[config.mk]
export PLATFORM = sky130hd
export DESIGN_NAME = peripheral_irq_flag_enable_regs
export DESIGN_NICKNAME = d
export VERILOG_FILES = /design/src/pkg/irq_regs_pkg.sv /design/src/rtl/event_flag_bank.sv /design/src/rtl/axil_slave_port.sv /design/src/rtl/peripheral_irq_flag_enable_regs.sv
export SDC_FILE = /design/constraint.sdc
export NUM_CORES = 1
export LEC_CHECK = 0
export ABC_AREA = 1
export BUFFER_PORTS_ARGS = -buffer_cell sky130_fd_sc_hd__clkbuf_2
export CELL_PAD_IN_SITES_DETAIL_PLACEMENT = 1
export CELL_PAD_IN_SITES_GLOBAL_PLACEMENT = 1
export CORE_MARGIN = 5
export CORE_UTILIZATION = 35
export DETAILED_ROUTE_END_ITERATION = 6
export PLACE_DENSITY_LB_ADDON = 0.1
export REMOVE_ABC_BUFFERS = 1
export SLEW_MARGIN = 15
export SYNTH_ARGS = -nofsm -noshare
export SYNTH_HDL_FRONTEND = slang
export SYNTH_SLANG_ARGS = --single-unit
export TNS_END_PERCENT = 30
[constraint.sdc]
create_clock -name mclk -period 2.2 [get_ports mclk]
set_clock_uncertainty 0.1 [all_clocks]
set_input_delay 0 -clock mclk [delete_from_list [all_inputs] [get_ports mclk]]
set_output_delay 0 -clock mclk [all_outputs]
set_load 0.1 [all_outputs]
[src/pkg/irq_regs_pkg.sv]
// constants for the peripheral interrupt flag and enable register slice
package irq_regs_pkg;

  // ****************************************
  // bus geometry
  // ****************************************
  localparam int ADDR_W = 8;
  localparam int DATA_W = 32;
  localparam int STRB_W = 4;

  // ****************************************
  // register offsets (byte addresses)
  // ****************************************
  localparam logic [7:0] OFF_TIMER_FLAGS = 8'h00;
  localparam logic [7:0] OFF_ENABLE_FIRST = 8'h04;
  localparam logic [7:0] OFF_ENABLE_SECOND = 8'h08;
  localparam logic [7:0] OFF_TIMER_ENABLE = 8'h0c;
  localparam logic [7:0] OFF_IRQ_STATUS = 8'h10;
  localparam logic [7:0] OFF_IRQ_MASK = 8'h14;

  // ****************************************
  // field widths and positions
  // ****************************************
  localparam int TFLAG_W = 3;
  localparam int TIMER_FOUR_BIT = 0;
  localparam int TIMER_FIVE_BIT = 1;
  localparam int TIMER_SIX_BIT = 2;
  localparam int EN1_W = 7;
  localparam int EN2_W = 8;
  localparam int TIMER_CNT_W = 8;

  // ****************************************
  // reset values
  // ****************************************
  localparam logic [2:0] RST_TIMER_FLAGS = 3'h0;
  localparam logic [6:0] RST_ENABLE_FIRST = 7'h00;
  localparam logic [7:0] RST_ENABLE_SECOND = 8'h00;
  localparam logic [2:0] RST_TIMER_ENABLE = 3'h0;
  localparam logic [2:0] RST_IRQ_STATUS = 3'h0;
  localparam logic [2:0] RST_IRQ_MASK = 3'h0;

  // ****************************************
  // bus responses
  // ****************************************
  localparam logic [1:0] RESP_OKAY = 2'h0;
  localparam logic [1:0] RESP_DECERR = 2'h3;

endpackage : irq_regs_pkg

[src/rtl/event_flag_bank.sv]
// sticky flag bank: load, clear and set per bit, set always wins
`timescale 1ns/10ps
module event_flag_bank #(
  parameter int W = 3,
  parameter logic [W-1:0] RST_VAL = '0
) (
  input wire logic mclk, // system clock
  input wire logic rst, // synchronous reset, active high
  input wire logic ce, // clock enable
  input wire logic ld_en, // software load of the whole bank
  input wire logic [W-1:0] ld_data, // value loaded by software
  input wire logic [W-1:0] clr, // bits to clear this cycle
  input wire logic [W-1:0] set, // hardware events this cycle
  output logic [W-1:0] q // flag state
);

  // ****************************************
  // one flop per flag
  // ****************************************
  for (genvar i = 0; i < W; i++) begin : g_flag
    logic flag_nxt;
    // an event in the clearing cycle is kept: set is applied last
    assign flag_nxt = ((ld_en ? ld_data[i] : q[i]) & ~clr[i]) | set[i];
    always_ff @(posedge mclk) begin
      if (rst) begin
        q[i] <= RST_VAL[i];
      end else if (ce) begin
        q[i] <= flag_nxt;
      end
    end
  end

endmodule : event_flag_bank

[src/rtl/axil_slave_port.sv]
// axi4-lite slave front end: one write and one read in flight
`timescale 1ns/10ps
module axil_slave_port
  import irq_regs_pkg::*;
(
  input wire logic mclk, // system clock
  input wire logic rst, // synchronous reset, active high
  input wire logic ce, // clock enable
  input wire logic awvalid, // write address valid
  output logic awready, // write address ready
  input wire logic [irq_regs_pkg::ADDR_W-1:0] awaddr, // write address
  input wire logic wvalid, // write data valid
  output logic wready, // write data ready
  input wire logic [irq_regs_pkg::DATA_W-1:0] wdata, // write data
  input wire logic [irq_regs_pkg::STRB_W-1:0] wstrb, // byte strobes
  output logic bvalid, // write response valid
  input wire logic bready, // write response ready
  output logic [1:0] bresp, // write response
  input wire logic arvalid, // read address valid
  output logic arready, // read address ready
  input wire logic [irq_regs_pkg::ADDR_W-1:0] araddr, // read address
  output logic rvalid, // read data valid
  input wire logic rready, // read data ready
  output logic [irq_regs_pkg::DATA_W-1:0] rdata, // read data
  output logic [1:0] rresp, // read response
  output logic wr_en, // register write pulse
  output logic [irq_regs_pkg::ADDR_W-1:0] wr_addr, // register write address
  output logic [irq_regs_pkg::DATA_W-1:0] wr_data, // register write data
  output logic [irq_regs_pkg::STRB_W-1:0] wr_strb, // register write strobes
  input wire logic [1:0] wr_resp, // response for wr_addr
  output logic rd_en, // register read pulse
  input wire logic [irq_regs_pkg::DATA_W-1:0] rd_data, // data at araddr
  input wire logic [1:0] rd_resp // response for araddr
);

  logic aw_held_r;
  logic w_held_r;
  logic aw_take;
  logic w_take;

  // ****************************************
  // handshake terms
  // ****************************************
  assign aw_take = ce & awvalid & awready;
  assign w_take = ce & wvalid & wready;
  assign wr_en = ce & aw_held_r & w_held_r & ~bvalid;
  assign rd_en = ce & arvalid & arready;

  // write side: address and data caught in either order
  // ready lives in a flop so the bus sees no combinational path out
  always_ff @(posedge mclk) begin
    if (rst) begin
      aw_held_r <= 1'b0;
      w_held_r <= 1'b0;
      awready <= 1'b1;
      wready <= 1'b1;
      bvalid <= 1'b0;
      bresp <= RESP_OKAY;
      wr_addr <= '0;
      wr_data <= '0;
      wr_strb <= '0;
    end else if (ce) begin
      if (aw_take) begin
        aw_held_r <= 1'b1;
        awready <= 1'b0;
        wr_addr <= awaddr;
      end
      if (w_take) begin
        w_held_r <= 1'b1;
        wready <= 1'b0;
        wr_data <= wdata;
        wr_strb <= wstrb;
      end
      if (wr_en) begin
        aw_held_r <= 1'b0;
        w_held_r <= 1'b0;
        bvalid <= 1'b1;
        bresp <= wr_resp;
      end else if (bvalid && bready) begin
        bvalid <= 1'b0;
        awready <= 1'b1;
        wready <= 1'b1;
      end
    end
  end

  // read side: data latched on the accepting edge
  always_ff @(posedge mclk) begin
    if (rst) begin
      arready <= 1'b1;
      rvalid <= 1'b0;
      rdata <= '0;
      rresp <= RESP_OKAY;
    end else if (ce) begin
      if (rd_en) begin
        arready <= 1'b0;
        rvalid <= 1'b1;
        rdata <= rd_data;
        rresp <= rd_resp;
      end else if (rvalid && rready) begin
        rvalid <= 1'b0;
        arready <= 1'b1;
      end
    end
  end

endmodule : axil_slave_port

[src/rtl/peripheral_irq_flag_enable_regs.sv]
// timer event flags, peripheral enables and the peripheral request
//
// Operation
// - timer six period match sets flag bit 2
// - timer five overflow sets flag bit 1
// - timer four period match sets flag bit 0
// - flag bits 7..3 unstored, read zero
// - first enable register, bit 7 reads zero
// - second enable register, eight enable bits
//
// The register offsets and the AXI4-Lite slave port were chosen for this implementation.
`timescale 1ns/10ps
module peripheral_irq_flag_enable_regs
  import irq_regs_pkg::*;
#(
  parameter int CNT_W = irq_regs_pkg::TIMER_CNT_W
) (
  input wire logic mclk, // system clock, 125 MHz
  input wire logic rst, // synchronous reset, active high
  input wire logic ce, // clock enable, freezes all state
  input wire logic s_axi_awvalid, // write address valid
  output logic s_axi_awready, // write address ready
  input wire logic [irq_regs_pkg::ADDR_W-1:0] s_axi_awaddr, // write address
  input wire logic s_axi_wvalid, // write data valid
  output logic s_axi_wready, // write data ready
  input wire logic [irq_regs_pkg::DATA_W-1:0] s_axi_wdata, // write data
  input wire logic [irq_regs_pkg::STRB_W-1:0] s_axi_wstrb, // write strobes
  output logic s_axi_bvalid, // write response valid
  input wire logic s_axi_bready, // write response ready
  output logic [1:0] s_axi_bresp, // write response
  input wire logic s_axi_arvalid, // read address valid
  output logic s_axi_arready, // read address ready
  input wire logic [irq_regs_pkg::ADDR_W-1:0] s_axi_araddr, // read address
  output logic s_axi_rvalid, // read data valid
  input wire logic s_axi_rready, // read data ready
  output logic [irq_regs_pkg::DATA_W-1:0] s_axi_rdata, // read data
  output logic [1:0] s_axi_rresp, // read response
  input wire logic [CNT_W-1:0] timer_four_count, // fourth timer count
  input wire logic [CNT_W-1:0] timer_four_period, // fourth timer period
  input wire logic timer_five_overflow, // fifth timer overflow pulse
  input wire logic [CNT_W-1:0] timer_six_count, // sixth timer count
  input wire logic [CNT_W-1:0] timer_six_period, // sixth timer period
  input wire logic [irq_regs_pkg::EN1_W-1:0] first_src_flags, // flags gated by first enables
  input wire logic [irq_regs_pkg::EN2_W-1:0] second_src_flags, // flags gated by second enables
  output logic periph_irq_req, // request toward the cpu
  output logic irq // unmasked status interrupt
);

  // ****************************************
  // internal signals
  // ****************************************
  logic wr_en;
  logic [ADDR_W-1:0] wr_addr;
  logic [DATA_W-1:0] wr_data;
  logic [STRB_W-1:0] wr_strb;
  logic [1:0] wr_resp;
  logic rd_en;
  logic [DATA_W-1:0] rd_data;
  logic [1:0] rd_resp;

  logic wr_lane0;
  logic wr_hit_flags;
  logic wr_hit_en1;
  logic wr_hit_en2;
  logic wr_hit_ten;
  logic wr_hit_status;
  logic wr_hit_mask;
  logic wr_mapped;

  logic rd_hit_flags;
  logic rd_hit_en1;
  logic rd_hit_en2;
  logic rd_hit_ten;
  logic rd_hit_status;
  logic rd_hit_mask;
  logic rd_mapped;

  logic four_match;
  logic six_match;
  logic four_match_d_r;
  logic six_match_d_r;
  logic [TFLAG_W-1:0] timer_events;
  logic [TFLAG_W-1:0] status_clr;

  logic [TFLAG_W-1:0] timer_flags;
  logic [TFLAG_W-1:0] irq_status;
  logic [EN1_W-1:0] en1_r;
  logic [EN1_W-1:0] en1_nxt;
  logic [EN2_W-1:0] en2_r;
  logic [EN2_W-1:0] en2_nxt;
  logic [TFLAG_W-1:0] ten_r;
  logic [TFLAG_W-1:0] ten_nxt;
  logic [TFLAG_W-1:0] mask_r;
  logic [TFLAG_W-1:0] mask_nxt;

  logic timer_six_match_flag;
  logic timer_five_overflow_flag;
  logic timer_four_match_flag;

  logic converter_irq_enable;
  logic serial_one_receive_enable;
  logic serial_one_transmit_enable;
  logic sync_port_one_enable;
  logic capture_one_enable;
  logic timer_two_match_enable;
  logic timer_one_overflow_enable;

  logic osc_fail_enable;
  logic comparator_one_enable;
  logic comparator_two_enable;
  logic eeprom_write_done_enable;
  logic bus_collision_one_enable;
  logic voltage_detect_enable;
  logic timer_three_overflow_enable;
  logic capture_two_enable;

  logic [TFLAG_W-1:0] timer_req;
  logic [EN1_W-1:0] first_req;
  logic [EN2_W-1:0] second_req;
  logic req_any;
  logic irq_any;

  // ****************************************
  // bus front end
  // ****************************************
  axil_slave_port u_bus (
    .mclk(mclk),
    .rst(rst),
    .ce(ce),
    .awvalid(s_axi_awvalid),
    .awready(s_axi_awready),
    .awaddr(s_axi_awaddr),
    .wvalid(s_axi_wvalid),
    .wready(s_axi_wready),
    .wdata(s_axi_wdata),
    .wstrb(s_axi_wstrb),
    .bvalid(s_axi_bvalid),
    .bready(s_axi_bready),
    .bresp(s_axi_bresp),
    .arvalid(s_axi_arvalid),
    .arready(s_axi_arready),
    .araddr(s_axi_araddr),
    .rvalid(s_axi_rvalid),
    .rready(s_axi_rready),
    .rdata(s_axi_rdata),
    .rresp(s_axi_rresp),
    .wr_en(wr_en),
    .wr_addr(wr_addr),
    .wr_data(wr_data),
    .wr_strb(wr_strb),
    .wr_resp(wr_resp),
    .rd_en(rd_en),
    .rd_data(rd_data),
    .rd_resp(rd_resp)
  );

  // ****************************************
  // address decode
  // ****************************************
  // all fields sit in byte lane 0, other lanes are don't care
  assign wr_lane0 = wr_en & wr_strb[0];
  assign wr_hit_flags = wr_addr == OFF_TIMER_FLAGS;
  assign wr_hit_en1 = wr_addr == OFF_ENABLE_FIRST;
  assign wr_hit_en2 = wr_addr == OFF_ENABLE_SECOND;
  assign wr_hit_ten = wr_addr == OFF_TIMER_ENABLE;
  assign wr_hit_status = wr_addr == OFF_IRQ_STATUS;
  assign wr_hit_mask = wr_addr == OFF_IRQ_MASK;
  assign wr_mapped = wr_hit_flags | wr_hit_en1 | wr_hit_en2 |
                     wr_hit_ten | wr_hit_status | wr_hit_mask;
  assign wr_resp = wr_mapped ? RESP_OKAY : RESP_DECERR;

  // read decode looks at the live address, data is caught on accept
  // trade-off: no address register, so araddr must stay put until taken
  assign rd_hit_flags = s_axi_araddr == OFF_TIMER_FLAGS;
  assign rd_hit_en1 = s_axi_araddr == OFF_ENABLE_FIRST;
  assign rd_hit_en2 = s_axi_araddr == OFF_ENABLE_SECOND;
  assign rd_hit_ten = s_axi_araddr == OFF_TIMER_ENABLE;
  assign rd_hit_status = s_axi_araddr == OFF_IRQ_STATUS;
  assign rd_hit_mask = s_axi_araddr == OFF_IRQ_MASK;
  assign rd_mapped = rd_hit_flags | rd_hit_en1 | rd_hit_en2 |
                     rd_hit_ten | rd_hit_status | rd_hit_mask;
  assign rd_resp = rd_mapped ? RESP_OKAY : RESP_DECERR;

  // ****************************************
  // timer event detection
  // ****************************************
  // a match that lingers counts once, on its first cycle
  assign four_match = timer_four_count == timer_four_period;
  assign six_match = timer_six_count == timer_six_period;

  always_ff @(posedge mclk) begin
    if (rst) begin
      four_match_d_r <= 1'b0;
      six_match_d_r <= 1'b0;
    end else if (ce) begin
      four_match_d_r <= four_match;
      six_match_d_r <= six_match;
    end
  end

  // overflow arrives as a one-cycle pulse from the timer
  // a held overflow level would count every cycle, so it must be a pulse
  assign timer_events[TIMER_FOUR_BIT] = four_match & ~four_match_d_r;
  assign timer_events[TIMER_FIVE_BIT] = timer_five_overflow;
  assign timer_events[TIMER_SIX_BIT] = six_match & ~six_match_d_r;

  // ****************************************
  // timer event flag register
  // ****************************************
  // flags set regardless of any enable; only software writes clear them
  event_flag_bank #(
    .W(TFLAG_W),
    .RST_VAL(RST_TIMER_FLAGS)
  ) u_timer_flags (
    .mclk(mclk),
    .rst(rst),
    .ce(ce),
    .ld_en(wr_lane0 & wr_hit_flags),
    .ld_data(wr_data[TFLAG_W-1:0]),
    .clr('0),
    .set(timer_events),
    .q(timer_flags)
  );

  assign timer_six_match_flag = timer_flags[TIMER_SIX_BIT];
  assign timer_five_overflow_flag = timer_flags[TIMER_FIVE_BIT];
  assign timer_four_match_flag = timer_flags[TIMER_FOUR_BIT];

  // ****************************************
  // interrupt status, cleared by reading it
  // ****************************************
  // a read that races an event still leaves that event pending
  assign status_clr = (rd_en & rd_hit_status) ? {TFLAG_W{1'b1}} : '0;

  event_flag_bank #(
    .W(TFLAG_W),
    .RST_VAL(RST_IRQ_STATUS)
  ) u_irq_status (
    .mclk(mclk),
    .rst(rst),
    .ce(ce),
    .ld_en(1'b0),
    .ld_data('0),
    .clr(status_clr),
    .set(timer_events),
    .q(irq_status)
  );

  // ****************************************
  // enable and mask registers
  // ****************************************
  // only bits 6..0 exist in the first enable register
  assign en1_nxt = (wr_lane0 & wr_hit_en1) ? wr_data[EN1_W-1:0] : en1_r;
  assign en2_nxt = (wr_lane0 & wr_hit_en2) ? wr_data[EN2_W-1:0] : en2_r;
  assign ten_nxt = (wr_lane0 & wr_hit_ten) ? wr_data[TFLAG_W-1:0] : ten_r;
  assign mask_nxt = (wr_lane0 & wr_hit_mask) ? wr_data[TFLAG_W-1:0] : mask_r;

  always_ff @(posedge mclk) begin
    if (rst) begin
      en1_r <= RST_ENABLE_FIRST;
      en2_r <= RST_ENABLE_SECOND;
      ten_r <= RST_TIMER_ENABLE;
      mask_r <= RST_IRQ_MASK;
    end else if (ce) begin
      en1_r <= en1_nxt;
      en2_r <= en2_nxt;
      ten_r <= ten_nxt;
      mask_r <= mask_nxt;
    end
  end

  // first enable register fields
  assign converter_irq_enable = en1_r[6];
  assign serial_one_receive_enable = en1_r[5];
  assign serial_one_transmit_enable = en1_r[4];
  assign sync_port_one_enable = en1_r[3];
  assign capture_one_enable = en1_r[2];
  assign timer_two_match_enable = en1_r[1];
  assign timer_one_overflow_enable = en1_r[0];

  // second enable register fields
  assign osc_fail_enable = en2_r[7];
  assign comparator_one_enable = en2_r[6];
  assign comparator_two_enable = en2_r[5];
  assign eeprom_write_done_enable = en2_r[4];
  assign bus_collision_one_enable = en2_r[3];
  assign voltage_detect_enable = en2_r[2];
  assign timer_three_overflow_enable = en2_r[1];
  assign capture_two_enable = en2_r[0];

  // ****************************************
  // request gating
  // ****************************************
  // each source flag is paired with its own enable bit
  // enables gate only the request, never the setting of a flag
  assign timer_req = {timer_six_match_flag & ten_r[TIMER_SIX_BIT],
                      timer_five_overflow_flag & ten_r[TIMER_FIVE_BIT],
                      timer_four_match_flag & ten_r[TIMER_FOUR_BIT]};

  assign first_req = first_src_flags & {converter_irq_enable,
                                        serial_one_receive_enable,
                                        serial_one_transmit_enable,
                                        sync_port_one_enable,
                                        capture_one_enable,
                                        timer_two_match_enable,
                                        timer_one_overflow_enable};

  assign second_req = second_src_flags & {osc_fail_enable,
                                          comparator_one_enable,
                                          comparator_two_enable,
                                          eeprom_write_done_enable,
                                          bus_collision_one_enable,
                                          voltage_detect_enable,
                                          timer_three_overflow_enable,
                                          capture_two_enable};

  assign req_any = (|timer_req) | (|first_req) | (|second_req);
  assign irq_any = |(irq_status & mask_r);

  // outputs registered, so they trail the flags by one cycle
  always_ff @(posedge mclk) begin
    if (rst) begin
      periph_irq_req <= 1'b0;
      irq <= 1'b0;
    end else if (ce) begin
      periph_irq_req <= req_any;
      irq <= irq_any;
    end
  end

  // ****************************************
  // read data selection
  // ****************************************
  // unstored and unmapped bits read as zero
  assign rd_data = rd_hit_flags ? {{(DATA_W-TFLAG_W){1'b0}}, timer_flags} :
                   rd_hit_en1 ? {{(DATA_W-EN1_W){1'b0}}, en1_r} :
                   rd_hit_en2 ? {{(DATA_W-EN2_W){1'b0}}, en2_r} :
                   rd_hit_ten ? {{(DATA_W-TFLAG_W){1'b0}}, ten_r} :
                   rd_hit_status ? {{(DATA_W-TFLAG_W){1'b0}}, irq_status} :
                   rd_hit_mask ? {{(DATA_W-TFLAG_W){1'b0}}, mask_r} :
                   '0;

endmodule : peripheral_irq_flag_enable_regs

==> metrics.yaml, run 1 <==
clock_network:
  post_cts_buffers: 0
  cts_sinks: 65
  clk_latency_ns: 0.34
  cts-resized-gates: 0
  cts_tree: "done"
  numCtsBuffers: 9
  cts.htree.levels: 3
  path_clk_slew_ns: 0.07
  clockBufferDepth: 2
  root_buffer: "clkbuf_8"
yosys:
  netlist_instances: 469
  synth_edf_count: 0
  async_reset_ff_frac: 0
  synthFlopType: "dfxtp_1"
  synth_seq_area_share: 0.3876
  yosysMostFrequentCell: "nand2_1"
  synth_top_area_frac: 0.3876
  ys_warn_count: 0
  synth_top_area_cell: "dfxtp_1"
  yosys.cell_types.count: 34
  ys_ff_latch: 65
  synth_area_mm2: 0.003357
  synth.area.top_cells: "dfxtp_1 (39%), nand2_1 (10%), a21oi_1 (7.9%)"
  avgSynthCellArea_um2: 7.158
  synth_common_cells: "nand2_1 (89), inv_1 (68), dfxtp_1 (65)"
sta:
  tightest_slew_ns: 0.5496
  finalCritPeriodShare: 0.9573
  rsz0062_at_grt: "no"
  whs_ns: 0.02826
  max_freq_ghz: 0.4748
  relSlewSlack: 0.6308
  fin_ws_ns: 0.09387
  min_period_ns: 2.106
  hold_viol_final: 0
  slew_violations: 0
  setup_viol: 0
floorplanning:
  start_util: 0.3616
  die_w_um: 107.9
  core_area_mm2: 0.009284
  die_area_mm2: 0.01165
  io-pin-count: 151
  die_h_um: 107.9
  rows: 35
finish:
  final_util: 0.4716
  n_antenna_cell: 0
  fin_nets: 708
  area_delta_synth_final_pct: 30.41
  layout-drive-gt1-share: 0.2305
placed_design:
  gp_congestion: 0.8077
  place_ws_ns: 0.5218
  dp.final_hpwl_um: 7403
  io_buffers: 99
detailed_routing:
  ant_nets: 0
  initialDrtViolationCount: 101
  vias: 3417
  dr.pass1.iters: 4
  vias_per_cell: 4.668
  wl_per_cell_um: 13.34
  drt-total-wl_um: 9763
  drc_errors: 0
grt:
  grt_max_degree: 39
  grt_pass1_wl_um: 16450
  grtUsageTotal: 0.1762
  grt_overflow: 0
  grt_pass1_vias: 3618
  antenna_found_initial: 0
job:
  maxCapViolations: 0
pwr:
  p_leak_nw: 2.004
  clock_power_share: 0.347
  swShare: 0.3261
  p_comb_frac: 0.216
  p_int_mw: 1.928
  pwr-share-seq: 0.438
  p_switching_mw: 0.9330
  peakVddDrop_mv: 0.5448
  power.density_cell_area_mw_per_mm2: 653.5
setup_path:
  reg2reg_depth: 6
  startpoint_type: "flop"
  worstPathMaxFanout: 3
  end_kind: "flop"
  worstPathArrival_ns: 2.24
  setup.worst_path.class: "flop to flop"
  required_ns: 2.33
min_path:
  hold_path_class: "input pin to flop"
  hold-path-cell-count: 3
outcome:
  status: "complete, no violations"
-- area by class of cell --
class / count / area (um2)
Clock buffer: 11 / 141.4
Clock inverter: 3 / 42.54
Fill cell: 1237 / 4906
Inverter: 69 / 259.0
Multi-Input combinational cell: 318 / 1609
Sequential cell: 65 / 1301
Tap cell: 129 / 161.4
Timing Repair Buffer: 137 / 863.3
-- final timing paths --
check / slack, ns / from / end
setup reg to reg: 0.09 / en2_r[1] / periph_irq_req
setup / recovery: 0.09 / en2_r[1] / periph_irq_req
hold / removal: 0.03 / ce / u_bus.bvalid
hold reg to reg: 0.35 / u_bus.wr_data[7] / u_bus.wr_data[7]
-- what timing repair did --
| item | in CTS | in global routing |
|---|---|---|
| hold buffers | 34 | 0 |
| hold endpoints to repair | 27 | 0 |
| endpoints found under the setup margin | 0 | 1 |
-- critical path: stages, from the launching register on --
cell and delay, ns:
dfxtp_1 0.35, nand2_1 0.08, nand3_1 0.08, a211oi_1 0.18
dlygate4sd3_1 0.59, a21oi_1 0.07, dlygate4sd3_1 0.55
-- metrics by stage --
step	TNS, ns	area (um2)	total power [mW]	std cells
final	0	4378	2.861	732
after global routing	0	4378	2.997	732
after CTS	0	4388	2.903	733
after detailed placement	0	3864	1.852	685
after global placement	0	3864	1.840	685
after floorplan	-0.0009845	3169	1.692	452
-- state kept, by name (all words and copies together), names as in the netlist, 3 cells and up --
register / count
mask_r: 3
u_irq_status.q: 3
u_bus.wr_addr: 8
en2_r: 8
ten_r: 3
u_bus.wr_data: 8
en1_r: 7
u_timer_flags.q: 3
u_bus.rdata: 8
-- cells by family (layout without fill, tap and decap cells) --
group,count (synthesis),count (layout),share of synthesized area
buf+inv,109,220,0.1588
xor+xnor,8,8,0.02087
compound gates,110,110,0.1834
other cells,1,24,0.001117
simple gates,176,176,0.2482
flops,65,65,0.3876
-- per-layer routing --
| metal | up-vias | share of wire | track usage | routed length (um) |
|---|---|---|---|---|
| li1 | 1732 | - | - | - |
| met1 | 1572 | 0.44 | 0.2109 | 4253 |
| met2 | 93 | 0.49 | 0.3135 | 4771 |
| met3 | 20 | 0.051 | 0.03164 | 500 |
| met4 | 0 | 0.024 | 0.06583 | 237 |
| met5 | - | 0 | 0 | 0 |
-- cells in the final DEF, fill, tap and decap left out, drive strengths merged --
cell / synthesis / routed
clkbuf: 9 / 110
nand2: 90 / 90
inv: 69 / 69
dfxtp: 65 / 65
a21oi: 53 / 53
o21ai: 37 / 37
nor2: 36 / 36
dlygate4sd3: 0 / 33
conb: 1 / 24
nand3: 23 / 23
nand4: 13 / 13
xnor2: 8 / 8
nor3: 8 / 8
a211oi: 8 / 8
a31oi: 5 / 5
buf: 31 / 5
or2: 4 / 4
o22ai: 4 / 4
o21a: 2 / 2
nand3b: 1 / 1
a32o: 1 / 1
nor4: 1 / 1
clkinvlp: 0 / 1
bufinv: 0 / 1
clkinv: 0 / 1
-- power groups by stage --
stage          Sequential (mW)  Clock [mW]  Combinational, mW
6_report                  1.25       0.992              0.617
5_1_grt                   1.26        1.07              0.669
4_1_cts                   1.25        1.03              0.622
3_5_place_dp              1.28           0              0.573
3_3_place_gp              1.28           0              0.563
2_1_floorplan             1.36           0              0.331
Note: power is estimated with default switching activity, not from simulation.
==> run 2: changes to the inputs <==
--- a/config.mk
+++ b/config.mk
@@ -10,8 +10,10 @@
 export CELL_PAD_IN_SITES_DETAIL_PLACEMENT = 1
 export CELL_PAD_IN_SITES_GLOBAL_PLACEMENT = 1
 export CORE_MARGIN = 5
-export CORE_UTILIZATION = 35
+export CORE_UTILIZATION = 25
+export CTS_CLUSTER_SIZE = 40
 export DETAILED_ROUTE_END_ITERATION = 6
+export GPL_TIMING_DRIVEN = 0
 export PLACE_DENSITY_LB_ADDON = 0.1
 export REMOVE_ABC_BUFFERS = 1
 export SLEW_MARGIN = 15
==> metrics.yaml, run 2 (synthesis results as in run 1) <==
finish:
  fillers: 1688
  final_util: 0.3453
  area_delta_synth_final_pct: 35.67
  final_cell_mix: "clkbuf_2 (99), nand2_1 (89), inv_1 (67)"
  fin_nets: 706
  final_common_cell: "clkbuf_2"
  layout-drive-gt1-share: 0.2255
  n_antenna_cell: 0
  final_cells: 779
  regArea_mm2: 0.001301
  design_area_mm2: 0.004554
  multiInputGateArea_mm2: 0.001609
sta:
  rsz0062_at_grt: "no"
  max_freq_ghz: 0.4872
  relSlewSlack: 0.5351
  setup_viol: 0
  tightest_slew_ns: 0.6954
  slew_violations: 0
  hold_viol_final: 0
  finalCritPeriodShare: 0.9329
  min_period_ns: 2.052
clock_network:
  cts_tree: "done"
  cts_sinks: 65
  cts.htree.levels: 3
  cts-resized-gates: 0
  root_buffer: "clkbuf_16"
  numCtsBuffers: 9
  clockBufferDepth: 2
  clk_latency_ns: 0.33
  cts_hold_buf: 36
  post_cts_buffers: 0
  path_clk_slew_ns: 0.05
detailed_routing:
  drc_errors: 0
  initialDrtViolationCount: 93
  vias: 3357
  vias_per_cell: 4.309
  ant_nets: 0
  wl_per_cell_um: 12.93
  drt-total-wl_um: 10080
  dr.pass1.iters: 4
floorplanning:
  core_area_mm2: 0.01319
  die_area_mm2: 0.01585
  die_h_um: 125.9
  die_w_um: 125.9
  start_util: 0.2545
  io-pin-count: 151
  rows: 42
pwr:
  power.total_mw: 3.327
  p_leak_nw: 2.065
  power.density_cell_area_mw_per_mm2: 730.5
  peakVddDrop_mv: 0.3237
placed_design:
  gp_congestion: 0.8018
  place_inst: 727
  io_buffers: 99
  dp.final_hpwl_um: 7691
  placed_area_mm2: 0.003885
grt:
  grt_max_degree: 39
  grt_pass1_wl_um: 16320
  grtUsageTotal: 0.1277
  antenna_found_initial: 0
  grt_overflow: 0
  grt_pass1_vias: 3338
setup_path:
  max_stage_delay_ns: 0.56
  path_common_cell: "dlygate4sd3_1"
  required_ns: 2.35
  cpMaxStageDelayCell: "dlygate4sd3_1"
  path_cells: "dlygate4sd3_1 -> clkbuf_2 -> xnor2_1 -> dlygate4sd3_1 -> nand2_1 -> nor2_1 -> nand2_1 -> dlygate4sd3_1 -> a21oi_1"
  worstPathArrival_ns: 2.21
  end_kind: "flop"
  startpoint_type: "input pin"
  worstPathMaxFanout: 2
  setup.worst_path.class: "input pin to flop"
min_path:
  hold_path_class: "input pin to flop"
job:
  maxCapViolations: 0
outcome:
  status: "complete, no violations"
## run 2: through the flow
stage	setup WS (ns)	hold slack, ns	TNS [ns]
2_1_floorplan	-0.0004923	-0.03093	-0.0009845
5_1_grt	0.01516	0.09905	0
6_report	0.1475	0.06241	0
3_3_place_gp	0.1240	0.1731	0
3_5_place_dp	0.07844	0.1893	0
4_1_cts	0.1346	0.07463	0
## run 2: area by class of cell
cell class	count	share of cell area
Clock buffer	14	0.06016
Sequential cell	65	0.2857
Inverter	69	0.05687
Tap cell	176	0.04835
Clock inverter	2	0.007692
Multi-Input combinational cell	318	0.3533
Timing Repair Buffer	135	0.1879
## run 2: final timing paths
check                                         from          endpoint  slack, ns  cells after the start
worst max-delay path            timer_six_count[6]     six_match_d_r       0.15                      9
worst min-delay path            first_src_flags[0]    periph_irq_req       0.06                      5
worst max register to register            en2_r[7]    periph_irq_req       0.37                      5
worst min register to register    u_bus.wr_data[7]  u_bus.wr_data[7]       0.35                      2
## run 2: worst max-delay path: cells and delay by family
kind,cells,cell delay [ns]
compound gates,1,0.12
xor+xnor,1,0.11
buf+inv,4,1.76
simple gates,3,0.21
## run 2: metal layers
metal	wire [um]	vias up	GRT usage
li1	-	1738	-
met4	146	0	0.04164
met3	516	12	0.03556
met2	4903	71	0.2182
met1	4510	1536	0.1551
met5	0	-	0
## run 2: power by group
group | switching, mW | leakage [nW] | internal [mW]
Clock | 0.496 | 0.153 | 0.968
Sequential | 0.0336 | 0.530 | 1.22
Combinational | 0.445 | 1.38 | 0.164
Total | 0.975 | 2.06 | 2.35
